$ cat src/core/disk_ctrl_pkg.sv
package disk_ctrl_pkg;
	// Clock and timing figures; counts of cycles are derived from them.
	localparam int CLK_NS      = 5;
	localparam int OVR_FM_NS   = 27000;
	localparam int OVR_MFM_NS  = 13000;
	localparam int MS_NS       = 1000000;
	localparam int OVR_FM_CYC  = OVR_FM_NS / CLK_NS;
	localparam int OVR_MFM_CYC = OVR_MFM_NS / CLK_NS;
	localparam int MS_CYC      = MS_NS / CLK_NS;
	localparam int UNLOAD_STEP_MS = 16;
	localparam int HLT_STEP_MS = 2;
	localparam int BASE_LEN    = 128;

	// Command sequence layout: byte index of each field.
	localparam logic [3:0] CMD_BYTES = 4'h9;
	localparam int IX_OP  = 0;
	localparam int IX_SEL = 1;
	localparam int IX_C   = 2;
	localparam int IX_H   = 3;
	localparam int IX_R   = 4;
	localparam int IX_N   = 5;
	localparam int IX_FINAL   = 6;
	localparam int IX_SHORT   = 8;
	localparam int B0_MULTI   = 7;
	localparam int B0_DENSITY = 6;
	localparam int B0_SKIP    = 5;
	localparam logic [4:0] OP_RD     = 5'h06;
	localparam logic [4:0] OP_RD_DEL = 5'h0c;
	localparam logic [4:0] OP_WR     = 5'h05;
	localparam logic [4:0] OP_WR_DEL = 5'h09;

	// Status field positions and codes.
	localparam logic [1:0] IC_NORMAL = 2'h0;
	localparam logic [1:0] IC_ABN    = 2'h1;
	localparam int S1_ID_CRC    = 5;
	localparam int S1_OVERRUN   = 4;
	localparam int S1_NO_DATA   = 2;
	localparam int S2_CTRL_MARK = 6;
	localparam int S2_DATA_CRC  = 5;

	// Register map on the AXI4-Lite slave.
	localparam logic [7:0] ADDR_CMD  = 8'h00;
	localparam logic [7:0] ADDR_CFG  = 8'h04;
	localparam logic [7:0] ADDR_STAT = 8'h08;
	localparam logic [7:0] ADDR_RES  = 8'h0c;
	localparam logic [31:0] CFG_RESET = 32'h0000_0011;
	localparam int CFG_UNLOAD_LSB = 0;
	localparam int CFG_HLT_LSB = 4;
	localparam int STAT_BUSY   = 31;
	localparam int STAT_LOADED = 30;
	localparam logic [1:0] RESP_OKAY   = 2'h0;
	localparam logic [1:0] RESP_DECERR = 2'h3;

	typedef enum logic [2:0] {
		PH_IDLE, PH_SETTLE, PH_SEARCH, PH_MARK, PH_READ, PH_SKIP, PH_WRITE
	} phase_t;

	typedef struct packed {
		logic [7:0] c;
		logic [7:0] h;
		logic [7:0] r;
		logic [7:0] n;
	} id_field_t;

	typedef struct packed {
		logic       index;
		logic       id_valid;
		id_field_t  id;
		logic       id_crc_ok;
		logic       mark_valid;
		logic       mark_deleted;
		logic       rd_valid;
		logic [7:0] rd_byte;
		logic       field_end;
		logic       crc_ok;
		logic       wr_req;
	} drv_in_t;

	typedef struct packed {
		logic       head_load;
		logic       head_sel;
		logic       wr_start;
		logic       wr_deleted;
		logic       wr_valid;
		logic [7:0] wr_byte;
	} drv_out_t;
endpackage : disk_ctrl_pkg

$ cat src/core/floppy_sector_read_write_exec.sv
// Functional notes
// Nine command bytes before the command starts.
// Load head, wait settle, then scan IDs.
// Matching sector number sends data bytes to host.
// Sector done: sector number plus one, continue.
// Host raises terminal count with last acknowledge.
// Terminal count stops delivery; finish sector, CRC.
// Multi-track spans both sides, one cylinder only.
// Size zero: short length limits delivered bytes.
// Size nonzero: host sets short length FF.
// Head stays loaded; early command skips settle.
// Two index pulses unmatched: no data, abnormal.
// ID CRC sets error; data CRC also terminates.
// Unwanted deleted mark, skip clear: read, flag, stop.
// Skip set: bypass deleted sector, no CRC.
// Read byte not serviced in time: overrun.
// Result: sector plus one, or cylinder plus one.
// Multi-track end: flip head bit, cylinder rule.
// Write starts when all four ID bytes match.
// Write continues to count; pad with zeros.
// Write ID CRC error: flag and abnormal stop.
// Host supplies write bytes in time, else overrun.
// Deleted write records deleted data mark.
// Deleted read: normal mark handled as control mark.
// Stop after the final sector of the track.
// Head unload interval in 16 ms steps.
// Overrun timer restarts on every host byte.
`timescale 1ns/1ps
`default_nettype none
module floppy_sector_read_write_exec
	import disk_ctrl_pkg::*;
#(
	parameter int OVR_FM_LIM = OVR_FM_CYC,
	parameter int MS_LIM     = MS_CYC
) (
	input  wire logic        core_clk,
	input  wire logic        reset_n,
	input  wire logic [7:0]  s_axi_awaddr,
	input  wire logic        s_axi_awvalid,
	output logic             s_axi_awready,
	input  wire logic [31:0] s_axi_wdata,
	input  wire logic [3:0]  s_axi_wstrb,
	input  wire logic        s_axi_wvalid,
	output logic             s_axi_wready,
	output logic [1:0]       s_axi_bresp,
	output logic             s_axi_bvalid,
	input  wire logic        s_axi_bready,
	input  wire logic [7:0]  s_axi_araddr,
	input  wire logic        s_axi_arvalid,
	output logic             s_axi_arready,
	output logic [31:0]      s_axi_rdata,
	output logic [1:0]       s_axi_rresp,
	output logic             s_axi_rvalid,
	input  wire logic        s_axi_rready,
	output logic             host_req,
	input  wire logic        host_dack,
	input  wire logic        terminal_count,
	output logic [7:0]       host_rdata,
	input  wire logic [7:0]  host_wdata,
	input  wire drv_in_t     drv_in,
	output drv_out_t         drv_out
);

	typedef struct packed {
		phase_t          ph;
		logic [8:0][7:0] cmd;
		logic [3:0]      nbytes;
		logic [31:0]     cfg;
		logic [7:0]      status_zero;
		logic [7:0]      status_one;
		logic [7:0]      status_two;
		id_field_t       res;
		logic            busy;
		logic            loaded;
		logic [19:0]     ms_div;
		logic [7:0]      ms_cnt;
		logic [12:0]     ovr;
		logic            idx;
		logic [13:0]     bcnt;
		logic            term_seen;
		logic            ctrl_mark;
		logic            hreq;
		logic [7:0]      hdata;
		logic [7:0]      wbuf;
		logic            have;
		drv_out_t        dout;
		logic            aw_got;
		logic            w_got;
		logic [7:0]      awa;
		logic [31:0]     wd;
		logic [3:0]      ws;
		logic            bvalid;
		logic [1:0]      bresp;
		logic            rvalid;
		logic [31:0]     rdata;
		logic [1:0]      rresp;
	} state_t;

	state_t q;
	state_t d;
	logic        tick;
	logic        start;
	logic [13:0] rd_len;
	logic [12:0] ovr_lim;
	logic [7:0]  unl_lim;
	logic        is_wr;
	logic        mark_bad;

	// Sector length: short length for size zero, else 128 shifted by size.
	function automatic logic [13:0] sec_len(input logic [7:0] n,
		input logic [7:0] slen);
		if (n == 8'h00) begin
			sec_len = {6'h00, slen};
		end else begin
			sec_len = 14'(BASE_LEN << n[2:0]);
		end
	endfunction : sec_len

	// ID reported after the last sector handed over.
	function automatic id_field_t end_id(input id_field_t i,
		input logic [7:0] last_r, input logic multi);
		end_id = i;
		if (i.r != last_r) begin
			end_id.r = i.r + 8'h01;
		end else begin
			end_id.r = 8'h01;
			if (multi) begin
				end_id.h = {i.h[7:1], ~i.h[0]};
			end
			if (!multi || i.h[0]) begin
				end_id.c = i.c + 8'h01;
			end
		end
	endfunction : end_id

	// Bus handshakes are combinational; payloads come from the state.
	assign s_axi_awready = !q.aw_got && !q.bvalid;
	assign s_axi_wready  = !q.w_got && !q.bvalid;
	assign s_axi_bvalid  = q.bvalid;
	assign s_axi_bresp   = q.bresp;
	assign s_axi_arready = !q.rvalid;
	assign s_axi_rvalid  = q.rvalid;
	assign s_axi_rdata   = q.rdata;
	assign s_axi_rresp   = q.rresp;
	assign host_req      = q.hreq;
	assign host_rdata    = q.hdata;
	assign drv_out       = q.dout;

	// Decoded command attributes and limits.
	assign tick    = q.ms_div == 20'(MS_LIM - 1);
	assign rd_len  = sec_len(q.cmd[IX_N], q.cmd[IX_SHORT]);
	assign ovr_lim = q.cmd[IX_OP][B0_DENSITY] ? 13'(OVR_MFM_CYC)
		: 13'(OVR_FM_LIM);
	assign unl_lim = 8'(q.cfg[CFG_UNLOAD_LSB+:4] * UNLOAD_STEP_MS);
	assign is_wr   = q.cmd[IX_OP][4:0] == OP_WR
		|| q.cmd[IX_OP][4:0] == OP_WR_DEL;
	// A mark is unwanted when it is deleted for a plain read, normal otherwise.
	assign mark_bad = drv_in.mark_deleted
		== (q.cmd[IX_OP][4:0] != OP_RD_DEL);

	// Next state: sequencer, timers and bus slave.
	always_comb begin
		logic      fin;
		logic      fin_abn;
		logic      fin_done;
		logic      adv;
		logic      tcs;
		id_field_t cur;
		fin      = 1'b0;
		fin_abn  = 1'b0;
		fin_done = 1'b0;
		adv      = 1'b0;
		tcs      = q.term_seen || (host_dack && q.hreq && terminal_count);
		cur      = {q.cmd[IX_C], q.cmd[IX_H], q.cmd[IX_R], q.cmd[IX_N]};
		d        = q;
		start    = 1'b0;
		d.ms_div = tick ? 20'h00000 : q.ms_div + 20'h00001;
		d.dout.wr_start = 1'b0;
		d.dout.wr_valid = 1'b0;
		if (q.hreq) begin
			d.ovr = q.ovr + 13'h0001;
			if (q.ovr >= ovr_lim - 13'h0001) begin
				d.status_one[S1_OVERRUN] = 1'b1;
				fin     = 1'b1;
				fin_abn = 1'b1;
			end
		end
		unique case (q.ph)
			PH_IDLE: begin
				if (q.loaded && tick) begin
					d.ms_cnt = q.ms_cnt + 8'h01;
					if (q.ms_cnt + 8'h01 >= unl_lim) begin
						d.loaded = 1'b0;
					end
				end
			end
			PH_SETTLE: begin
				if (tick) begin
					d.ms_cnt = q.ms_cnt + 8'h01;
					if (q.ms_cnt + 8'h01 >=
						8'(q.cfg[CFG_HLT_LSB+:7] * HLT_STEP_MS)) begin
						d.ph = PH_SEARCH;
					end
				end
			end
			PH_SEARCH: begin
				if (drv_in.index) begin
					d.idx = 1'b1;
					if (q.idx) begin
						d.status_one[S1_NO_DATA] = 1'b1;
						fin     = 1'b1;
						fin_abn = 1'b1;
					end
				end
				if (drv_in.id_valid && !drv_in.id_crc_ok) begin
					d.status_one[S1_ID_CRC] = 1'b1;
					fin     = 1'b1;
					fin_abn = 1'b1;
				end else if (drv_in.id_valid && is_wr
					&& drv_in.id == cur) begin
					d.ph = PH_WRITE;
					d.dout.wr_start   = 1'b1;
					d.dout.wr_deleted =
						q.cmd[IX_OP][4:0] == OP_WR_DEL;
					d.bcnt = 14'h0000;
					d.hreq = 1'b1;
					d.ovr  = 13'h0000;
					d.have = 1'b0;
					d.idx  = 1'b0;
				end else if (drv_in.id_valid && !is_wr
					&& drv_in.id.r == q.cmd[IX_R]) begin
					d.ph  = PH_MARK;
					d.idx = 1'b0;
				end
			end
			PH_MARK: begin
				if (drv_in.mark_valid) begin
					d.bcnt = 14'h0000;
					if (mark_bad && q.cmd[IX_OP][B0_SKIP]) begin
						d.ph = PH_SKIP;
					end else begin
						d.ph = PH_READ;
						if (mark_bad) begin
							d.ctrl_mark = 1'b1;
							d.status_two[S2_CTRL_MARK] = 1'b1;
						end
					end
				end
			end
			PH_SKIP: begin
				if (drv_in.field_end) begin
					adv = 1'b1;
				end
			end
			PH_READ: begin
				if (host_dack && q.hreq) begin
					d.hreq = 1'b0;
					d.ovr  = 13'h0000;
				end
				d.term_seen = tcs;
				if (drv_in.rd_valid) begin
					d.bcnt = q.bcnt + 14'h0001;
					if (q.bcnt < rd_len && !tcs) begin
						d.hdata = drv_in.rd_byte;
						d.hreq  = 1'b1;
						d.ovr   = 13'h0000;
					end
				end
				if (drv_in.field_end) begin
					if (!drv_in.crc_ok) begin
						d.status_one[S1_ID_CRC] = 1'b1;
						d.status_two[S2_DATA_CRC] = 1'b1;
						fin     = 1'b1;
						fin_abn = 1'b1;
					end else if (q.ctrl_mark || tcs) begin
						fin      = 1'b1;
						fin_done = 1'b1;
					end else begin
						adv = 1'b1;
					end
				end
			end
			PH_WRITE: begin
				d.term_seen = tcs;
				if (host_dack && q.hreq) begin
					d.wbuf = host_wdata;
					d.have = 1'b1;
					d.hreq = 1'b0;
					d.ovr  = 13'h0000;
				end
				if (drv_in.wr_req) begin
					d.dout.wr_valid = 1'b1;
					d.dout.wr_byte  = q.have ? q.wbuf : 8'h00;
					d.have = 1'b0;
					d.bcnt = q.bcnt + 14'h0001;
					if (!tcs && q.bcnt + 14'h0001 < rd_len) begin
						d.hreq = 1'b1;
					end
					if (q.bcnt + 14'h0001 >= rd_len) begin
						d.hreq = 1'b0;
						if (tcs) begin
							fin      = 1'b1;
							fin_done = 1'b1;
						end else begin
							adv = 1'b1;
						end
					end
				end
			end
		endcase
		// Move to the next sector, the other side, or stop at track end.
		if (adv && !fin) begin
			d.ph  = PH_SEARCH;
			d.idx = 1'b0;
			if (q.cmd[IX_R] != q.cmd[IX_FINAL]) begin
				d.cmd[IX_R] = q.cmd[IX_R] + 8'h01;
			end else if (q.cmd[IX_OP][B0_MULTI] && !q.cmd[IX_H][0]) begin
				d.cmd[IX_R] = 8'h01;
				d.cmd[IX_H] = {q.cmd[IX_H][7:1], 1'b1};
			end else begin
				fin      = 1'b1;
				fin_done = 1'b1;
			end
		end
		if (fin) begin
			d.ph     = PH_IDLE;
			d.busy   = 1'b0;
			d.hreq   = 1'b0;
			d.ms_cnt = 8'h00;
			d.status_zero[7:6] = fin_abn ? IC_ABN : IC_NORMAL;
			d.res = fin_done ? end_id(cur, q.cmd[IX_FINAL],
				q.cmd[IX_OP][B0_MULTI]) : cur;
		end
		// Write channel: both halves taken in any order, then answered.
		if (s_axi_awvalid && s_axi_awready) begin
			d.aw_got = 1'b1;
			d.awa    = s_axi_awaddr;
		end
		if (s_axi_wvalid && s_axi_wready) begin
			d.w_got = 1'b1;
			d.wd    = s_axi_wdata;
			d.ws    = s_axi_wstrb;
		end
		if (q.bvalid && s_axi_bready) begin
			d.bvalid = 1'b0;
		end
		if (q.aw_got && q.w_got) begin
			d.aw_got = 1'b0;
			d.w_got  = 1'b0;
			d.bvalid = 1'b1;
			d.bresp  = RESP_OKAY;
			case (q.awa)
				ADDR_CMD: begin
					if (q.ws[0] && q.ph == PH_IDLE) begin
						d.cmd[q.nbytes] = q.wd[7:0];
						d.nbytes = q.nbytes + 4'h1;
						if (q.nbytes == CMD_BYTES - 4'h1) begin
							start = 1'b1;
						end
					end
				end
				ADDR_CFG: begin
					for (int i = 0; i < 4; i++) begin
						if (q.ws[i]) begin
							d.cfg[8*i+:8] = q.wd[8*i+:8];
						end
					end
				end
				ADDR_STAT, ADDR_RES: begin
				end
				default: begin
					d.bresp = RESP_DECERR;
				end
			endcase
		end
		// Command start: a loaded head skips the settling wait.
		if (start) begin
			d.nbytes  = 4'h0;
			d.busy    = 1'b1;
			d.status_zero = {5'h00, d.cmd[IX_SEL][2:0]};
			d.status_one  = 8'h00;
			d.status_two  = 8'h00;
			d.ph      = q.loaded ? PH_SEARCH : PH_SETTLE;
			d.loaded  = 1'b1;
			d.ms_cnt  = 8'h00;
			d.idx     = 1'b0;
			d.term_seen = 1'b0;
			d.ctrl_mark = 1'b0;
		end
		d.dout.head_load = d.loaded;
		d.dout.head_sel  = d.cmd[IX_H][0];
		// Read channel answers one cycle after the address is taken.
		if (q.rvalid && s_axi_rready) begin
			d.rvalid = 1'b0;
		end
		if (s_axi_arvalid && !q.rvalid) begin
			d.rvalid = 1'b1;
			d.rresp  = RESP_OKAY;
			case (s_axi_araddr)
				ADDR_CMD:  d.rdata = {28'h0000000, q.nbytes};
				ADDR_CFG:  d.rdata = q.cfg;
				ADDR_STAT: d.rdata = {q.busy, q.loaded, 6'h00,
					q.status_two, q.status_one, q.status_zero};
				ADDR_RES:  d.rdata = q.res;
				default: begin
					d.rdata = 32'h00000000;
					d.rresp = RESP_DECERR;
				end
			endcase
		end
	end

	// State register.
	always_ff @(posedge core_clk or negedge reset_n) begin
		if (!reset_n) begin
			q     <= '0;
			q.ph  <= PH_IDLE;
			q.cfg <= CFG_RESET;
		end else begin
			q <= d;
		end
	end

	// Checks on the sequencer.
	settle_wait_a: assert property (@(posedge core_clk) disable iff (!reset_n)
		(q.ph == PH_SETTLE && !tick) |=> q.ph == PH_SETTLE)
		else $error("settle left without a millisecond tick");
	rd_deliver_a: assert property (@(posedge core_clk) disable iff (!reset_n)
		(q.ph == PH_READ && drv_in.rd_valid && q.bcnt < rd_len
		&& !q.term_seen && !terminal_count && !q.hreq && !drv_in.field_end)
		|=> host_req && host_rdata == $past(drv_in.rd_byte))
		else $error("read byte not offered to host");
	count_stop_a: assert property (@(posedge core_clk) disable iff (!reset_n)
		(q.ph == PH_READ && q.term_seen) |=> !$rose(host_req))
		else $error("byte offered after terminal count");
	short_len_a: assert property (@(posedge core_clk) disable iff (!reset_n)
		(q.ph == PH_READ && drv_in.rd_valid && q.bcnt >= rd_len)
		|=> $stable(host_rdata))
		else $error("byte beyond short length delivered");
	no_data_a: assert property (@(posedge core_clk) disable iff (!reset_n)
		(q.ph == PH_SEARCH && drv_in.index && q.idx && q.hreq == 1'b0)
		|=> q.ph == PH_IDLE && q.status_one[S1_NO_DATA]
		&& q.status_zero[7:6] == IC_ABN)
		else $error("second index did not end the command");
	id_crc_a: assert property (@(posedge core_clk) disable iff (!reset_n)
		(q.ph == PH_SEARCH && drv_in.id_valid && !drv_in.id_crc_ok)
		|=> q.status_one[S1_ID_CRC] && !q.busy
		&& q.status_zero[7:6] == IC_ABN)
		else $error("ID CRC error not reported");
	skip_mark_a: assert property (@(posedge core_clk) disable iff (!reset_n)
		(q.ph == PH_MARK && drv_in.mark_valid && mark_bad
		&& q.cmd[IX_OP][B0_SKIP] && !q.hreq) |=> q.ph == PH_SKIP)
		else $error("deleted sector not skipped");
	ctrl_mark_a: assert property (@(posedge core_clk) disable iff (!reset_n)
		(q.ph == PH_MARK && drv_in.mark_valid && mark_bad
		&& !q.cmd[IX_OP][B0_SKIP] && !q.hreq)
		|=> q.ph == PH_READ && q.status_two[S2_CTRL_MARK])
		else $error("control mark not flagged");
	overrun_a: assert property (@(posedge core_clk) disable iff (!reset_n)
		(q.hreq && q.ovr >= ovr_lim - 13'h0001)
		|=> q.status_one[S1_OVERRUN] && q.ph == PH_IDLE && !host_req)
		else $error("overrun not flagged");
	loaded_skip_a: assert property (@(posedge core_clk) disable iff (!reset_n)
		(start && q.loaded) |=> q.ph == PH_SEARCH ##1 q.dout.head_load)
		else $error("settle not skipped with head loaded");
	unload_a: assert property (@(posedge core_clk) disable iff (!reset_n)
		$fell(q.loaded) |-> $past(q.ms_cnt) + 8'h01 >= unl_lim)
		else $error("head unloaded too early");
	pad_zero_a: assert property (@(posedge core_clk) disable iff (!reset_n)
		(q.ph == PH_WRITE && drv_in.wr_req && !q.have)
		|=> drv_out.wr_valid && drv_out.wr_byte == 8'h00)
		else $error("write remainder not zero padded");

	start_c: cover property (@(posedge core_clk) disable iff (!reset_n)
		start ##[1:1000] q.ph == PH_READ);
	side_c: cover property (@(posedge core_clk) disable iff (!reset_n)
		q.ph == PH_SEARCH && $past(q.ph) != PH_SEARCH && q.cmd[IX_H][0]
		&& q.cmd[IX_R] == 8'h01 && q.cmd[IX_OP][B0_MULTI]);
	write_c: cover property (@(posedge core_clk) disable iff (!reset_n)
		$fell(q.busy) && is_wr && !q.status_zero[6]);
	skip_c: cover property (@(posedge core_clk) disable iff (!reset_n)
		q.ph == PH_SKIP);

endmodule : floppy_sector_read_write_exec
`default_nettype wire

$ cat config.mk
export PLATFORM = sky130hd
export DESIGN_NAME = floppy_sector_read_write_exec
export DESIGN_NICKNAME = d
export VERILOG_FILES = /design/src/core/disk_ctrl_pkg.sv /design/src/core/floppy_sector_read_write_exec.sv
export SDC_FILE = /design/constraint.sdc
export NUM_CORES = 1
export LEC_CHECK = 0
export BUFFER_PORTS_ARGS = -buffer_cell sky130_fd_sc_hd__buf_2
export CAP_MARGIN = 10
export CORE_AREA = 3 3 171 173
export DETAILED_ROUTE_END_ITERATION = 7
export DIE_AREA = 0 0 174 176
export PLACE_DENSITY_LB_ADDON = 0.1
export SYNTH_ARGS = -nofsm -noshare
export SYNTH_HDL_FRONTEND = slang
export SYNTH_SLANG_ARGS = --single-unit
$ cat constraint.sdc
create_clock -name core_clk -period 10 [get_ports core_clk]
set_clock_uncertainty 0.15 [all_clocks]
set_input_delay 1 -clock core_clk [delete_from_list [all_inputs] [get_ports core_clk]]
set_output_delay 1 -clock core_clk [all_outputs]
set_load 0.005 [all_outputs]
# Yosys cells after proc, flatten, opt, wreduce, memory -nomap -nowiden
# Cells that the tools add are included.
# Widths: inputs -> output; s select.
word_totals:
  latchBits: 0
  elab_cells: 363
  rom_bits: 0
  ram_bits: 0
  output_inout_bits: 63
  ff_bits: 327
  memories: 0
classes:
  reduce_logical: 94
  n_shift: 1
  mux: 154
  eq_ne: 41
  div_mod_pow: 0
  bitwise: 2
  n_addsub: 8
  mul: 0
  magnitude_cmp: 8
ops:
  columns: ["op", "n"]
  rows:
  - ["$pmux 32 s4", 1]
  - ["$mux 8", 14]
  - ["$mux 44", 2]
  - ["$mux 1", 78]
  - ["$mux 13", 6]
  - ["$mux 76", 1]
  - ["$bwmux 72", 1]
  - ["$mux 14", 5]
  - ["$mux 32", 2]
  - ["$pmux 14 s4", 1]
  - ["$mux 16", 3]
  - ["$reduce_bool 2->1", 23]
  - ["$pmux 13 s3", 1]
  - ["$reduce_and 3->1", 13]
  - ["$mux 9", 4]
  - ["$mux 35", 1]
  - ["$demux 8 s4", 1]
  - ["$eq 32x32->1", 1]
  - ["$eq 8x4->1 const B", 4]
  - ["$mux 3", 10]
  - ["$lt 14x14->1", 2]
  - ["$mux 28", 1]
  - ["$add 8x1->8 const B", 3]
  - ["$logic_not 8->1", 3]
  - ["50 further kinds", 127]

# Logic depth before layout (Yosys ltp)
logic_depth:
  word_depth: 17
  mapped_depth: 19
  ltp_nobuf: 15

# Worst setup path after synthesis
# OpenSTA, ideal clock, no wires.
synth_path:
  path_kind: "register to register"
  start: "register q[309] (netlist bit)"
  end: "register q[340] (netlist bit)"
  path_stages_with_launch: 14
  slack_ns: 6.329
  synth_period_minus_slack_ns: 3.671
  path_buffers: 2
  arrival_time_ns: 3.397
  required_ns: 9.725
  path_cell_list: "dfrtp_1 clkbuf_1 nor3_1 and3_1 clkbuf_1 nand2_1 ha_1 a21o_1 a211oi_1 a2111oi_2 nor3_1 nor2_1 nor4_2 mux2_2"
synth_between:
  elab_chain_len: 11
  word_cells_on_any_way: 30
  classes_between: "1 x order compare; 6 x eq/ne; 1 x shift; 16 x mux; 6 x reduce/logical"
synth_lines:
  columns: ["element", "line_no", "source"]
  rows:
  - ["start: declaration", "floppy_sector_read_write_exec.sv:99", "state_t q;"]
  - ["$shl 8x3->14 or $logic_not 8->1 (tied branches)", "floppy_sector_read_write_exec.sv:115, floppy_sector_read_write_exec.sv:112", null]
  - ["$mux 14", "floppy_sector_read_write_exec.sv:112", "if (n == 8'h00) begin"]
  - ["$ge 14x14->1", "floppy_sector_read_write_exec.sv:299", "if (q.bcnt + 14'h0001 >= rd_len) begin"]
  - ["$mux 1", "floppy_sector_read_write_exec.sv:299", null]
  - ["$mux 1", "floppy_sector_read_write_exec.sv:291", "if (drv_in.wr_req) begin"]
  - ["$pmux 1 s3", "floppy_sector_read_write_exec.sv:188", "unique case (q.ph)"]
  - ["$mux 1 or $logic_not 1->1 (tied branches)", "floppy_sector_read_write_exec.sv:317, floppy_sector_read_write_exec.sv:312", null]
  - ["$mux 1 or $logic_and 1x1->1 (tied branches)", "floppy_sector_read_write_exec.sv:315, floppy_sector_read_write_exec.sv:312", null]
  - ["$mux 1 or $mux 3 (tied branches)", "floppy_sector_read_write_exec.sv:312", "if (adv && !fin) begin"]
  - ["$ne 6x6->1 (no source line), or another cell as far along", null, null]
  - ["$reduce_and 6->1 (no source line) or $mux 3 (tied branches)", null, null]
# Several ways; a longest one is shown, not always the timed one. The select of a mux whose other input is x is not followed.
# A chain may end at the register's enable or synchronous reset.

# Final worst setup path
layout_path:
  start: "register q[310] (netlist bit)"
  end: "register q[184] (netlist bit)"
layout_between:
  elab_chain_len: 10
  word_cells_on_any_way: 21
  classes_between: "1 x order compare; 17 x mux; 3 x reduce/logical"
layout_lines:
  columns: ["element", "line_no", "source"]
  rows:
  - ["$logic_not 8->1 *", "floppy_sector_read_write_exec.sv:112", null]
  - ["$mux 14 *", "floppy_sector_read_write_exec.sv:112", null]
  - ["$ge 14x14->1 *", "floppy_sector_read_write_exec.sv:299", null]
  - ["$mux 1", "floppy_sector_read_write_exec.sv:299", null]
  - ["$mux 1", "floppy_sector_read_write_exec.sv:291", null]
  - ["$pmux 1 s2 or $pmux 1 s3 (tied branches)", "floppy_sector_read_write_exec.sv:188", null]
  - ["$mux 1 or $logic_not 1->1 (tied branches)", "floppy_sector_read_write_exec.sv:317, floppy_sector_read_write_exec.sv:312", null]
  - ["$mux 1 or $logic_and 1x1->1 (tied branches)", "floppy_sector_read_write_exec.sv:315, floppy_sector_read_write_exec.sv:312", null]
  - ["$mux 1", "floppy_sector_read_write_exec.sv:312", null]
  - ["$mux 32", "floppy_sector_read_write_exec.sv:331", "d.res = fin_done ? end_id(cur, q.cmd[IX_FINAL],"]
# Mark *: on every way between the ends. The rest lies on a longest branch, timed or not.

==> impl_metrics.toml <==
[outcome]
outcome = "completed"

[clock_tree]
numCtsBuffers = 36
clock_sinks = 309
cts_root_buffer = "clkbuf_16"
clkSlewWorstSetupHoldPaths_ns = 0.06
cts_setup_buffers = 0
htree_levels = 2
ctsResizeCount = 0
holdBufCountCts = 0
max-clock-path-buffers = 3
cts_tree = "yes"
clock_insertion_delay_worst_skew_ns = 0.52

[setup_path]
critPathMaxFanout = 22
r2r_setup_slack_ns = 5.56
critPathRequiredTime_ns = 10.22
path_class = "reg -> reg"
start_kind = "flip-flop"
crit_end = "q[184]"
reg2reg_to = "q[184]"
end_kind = "flip-flop"
crit_path_start = "q[310]"
arrival_ns = 4.66
timing.rr.start = "q[310]"
r2r.worst_path.cells = 12

[logic_synthesis]
syn_area_um2 = 16000
synth-seq-area-share = 0.483
synth-seq-cells = 309
synth_edf_count = 0
async_flop_share = 1.00
yosys.area.top_type = "dfrtp_1"
synth_top_area_share = 0.479
syn-instance-count = 1549
synth_cell_types = 77
synth.most_common_cell = "dfrtp_1"
ys.flop_type = "dfrtp_1"
synthesis.nets = 1725
yosysWarningCount = 0
ys_top_cells_by_count = "dfrtp_1 (307), nand2_1 (229), mux2_2 (146)"
yosys-top-cells-area = "dfrtp_1 (48%), mux2_2 (10%), nand2_1 (5.4%)"
syn_area_per_cell_um2 = 10.3

[finish]
final_area_um2 = 18000
drive_gt1_frac = 0.253
final_util = 0.649
area_delta_synth_final_pct = 12.6
n_antenna_cell = 0
fin_nets = 1823

[placement]
io_buffers = 180
dpl_cell_area_um2 = 16700
gp_congestion = 0.950
hpwl_mm = 28.4

[detailed_routing]
num_vias = 11700
totalWireLength_mm = 39.5
first_pass_iters = 5
via_per_inst = 5.72
drcViolationCount = 0
drtIter0Drc = 932
final_antenna_net_count = 0
routedWlPerCell_um = 19.2

[min_path]
holdCritPathClass = "reg -> reg"

[power]
power.leakage_nw = 8.63
p_total_mw = 3.88
p_per_area_nw_per_um2 = 215
ir_drop_v = 0.000181

[floorplanning]
core_region_area_um2 = 27800
row_count = 61
io_pins = 181
dieWidth_um = 174
dieArea_um2 = 30600
initial_core_util = 0.577
fp.dieH_um = 176

[timing]
rsz0062_at_grt = "false"
finalSetupTns_ns = 0
slew_headroom = 0.322
hold_viol_final = 0
final_max_slew_viol_count = 0
setup_viol = 0
fin_crit_sh = 0.444
tightest_slew_ns = 1.01
min_period_ns = 4.44
hold_slack_ns = 0.312
fmax_mhz = 225

[flow_run]
drv_cap = 0

[global_route]
grt_overflow_total = 0
grt.total_usage = 0.260
antenna_found_initial = 0
grt_pass1_wl_mm = 63.5
grt_max_degree = 103
grt_pass1_vias = 11500
area by class of cell:
cell class	instances	area, um^2
Fill cell	2304	9740
Inverter	29	109
Sequential cell	309	7730
Timing Repair Buffer	192	1000
Multi-Input combinational cell	1079	7410
Clock inverter	16	223
Tap cell	378	473
Clock buffer	50	1090
critical path: stages, from the launching register on:
cell       delay [ns]
dfrtp_1          0.41
nor3_1           0.34
and3_1           0.41
nand2_1          0.14
ha_1             0.33
a21o_1           0.19
a211oi_1         0.37
a2111oi_2        0.17
o31ai_1          0.44
nand2_1          0.19
a21oi_2          0.75
mux2i_1          0.29
o21ai_0          0.11
state kept, by name, summed over array words and instances, names as in the netlist:
register      count
drv_out          12
host_rdata        8
host_req          1
q               252
s_axi_bresp       1
s_axi_bvalid      1
s_axi_rdata      32
s_axi_rresp       1
s_axi_rvalid      1
layer usage:
layer / track usage / routed length (um) / up-vias / part of all wire
met5: 0 / 0 / - / 0
met4: 0.0767 / 1020 / 0 / 0.026
met3: 0.0366 / 2680 / 65 / 0.068
met2: 0.408 / 17900 / 397 / 0.45
met1: 0.381 / 17900 / 5716 / 0.45
li1: - / - / 5570 / -
layout by cell type (no fill, tap or decap), types with 12 or more instances in the layout:
cell / synthesis / final
xor2_1: 30 / 30
a31oi_1: 17 / 17
or3_1: 12 / 12
buf_4: 60 / 12
mux2i_1: 30 / 30
inv_1: 29 / 29
a21oi_1: 56 / 56
o21ai_0: 92 / 92
mux2_2: 146 / 146
ha_1: 58 / 58
buf_2: 11 / 179
nor3_1: 12 / 12
dfrtp_1: 307 / 307
clkbuf_16: 0 / 38
xnor2_1: 59 / 59
nand3_1: 37 / 37
a22oi_1: 19 / 19
nor2_1: 101 / 99
nand2_1: 229 / 229
and3_1: 18 / 18
nand4_1: 22 / 22
worst min-delay path by stage:
stage,startpoint,to,slack [ns],cells after the start
2_1_floorplan,q[331],q[331],0.28,2
3_3_place_gp,q[176],q[176],0.30,2
3_5_place_dp,q[176],q[176],0.30,2
4_1_cts,q[176],q[176],0.32,2
5_1_grt,q[179],q[179],0.35,2
6_report,q[197],q[197],0.31,2
power by group:
group	switching (mW)	internal [mW]
logic	0.426	0.337
clock network	0.521	0.890
registers	0.255	1.45
per-stage QoR:
| stage | std cells | worst slack [ns] |
|---|---|---|
| finish | 2053 | 5.56 |
| global placement | 1987 | 5.71 |
| CTS | 2053 | 5.58 |
| detailed placement | 1987 | 5.63 |
| global route | 2053 | 5.18 |
| floorplan | 1549 | 6.33 |
logic make-up (layout without fill, tap and decap cells):
group           Yosys count  count (layout)  share of synthesized area
simple gates            506             506                      0.149
flops                   309             309                      0.483
compound gates          246             246                     0.0934
mux                     180             180                      0.126
buf+inv                 161             287                     0.0551
xor+xnor                 89              89                     0.0486
fa+ha+maj                58              58                     0.0453
(Power assumes the default switching activity.)
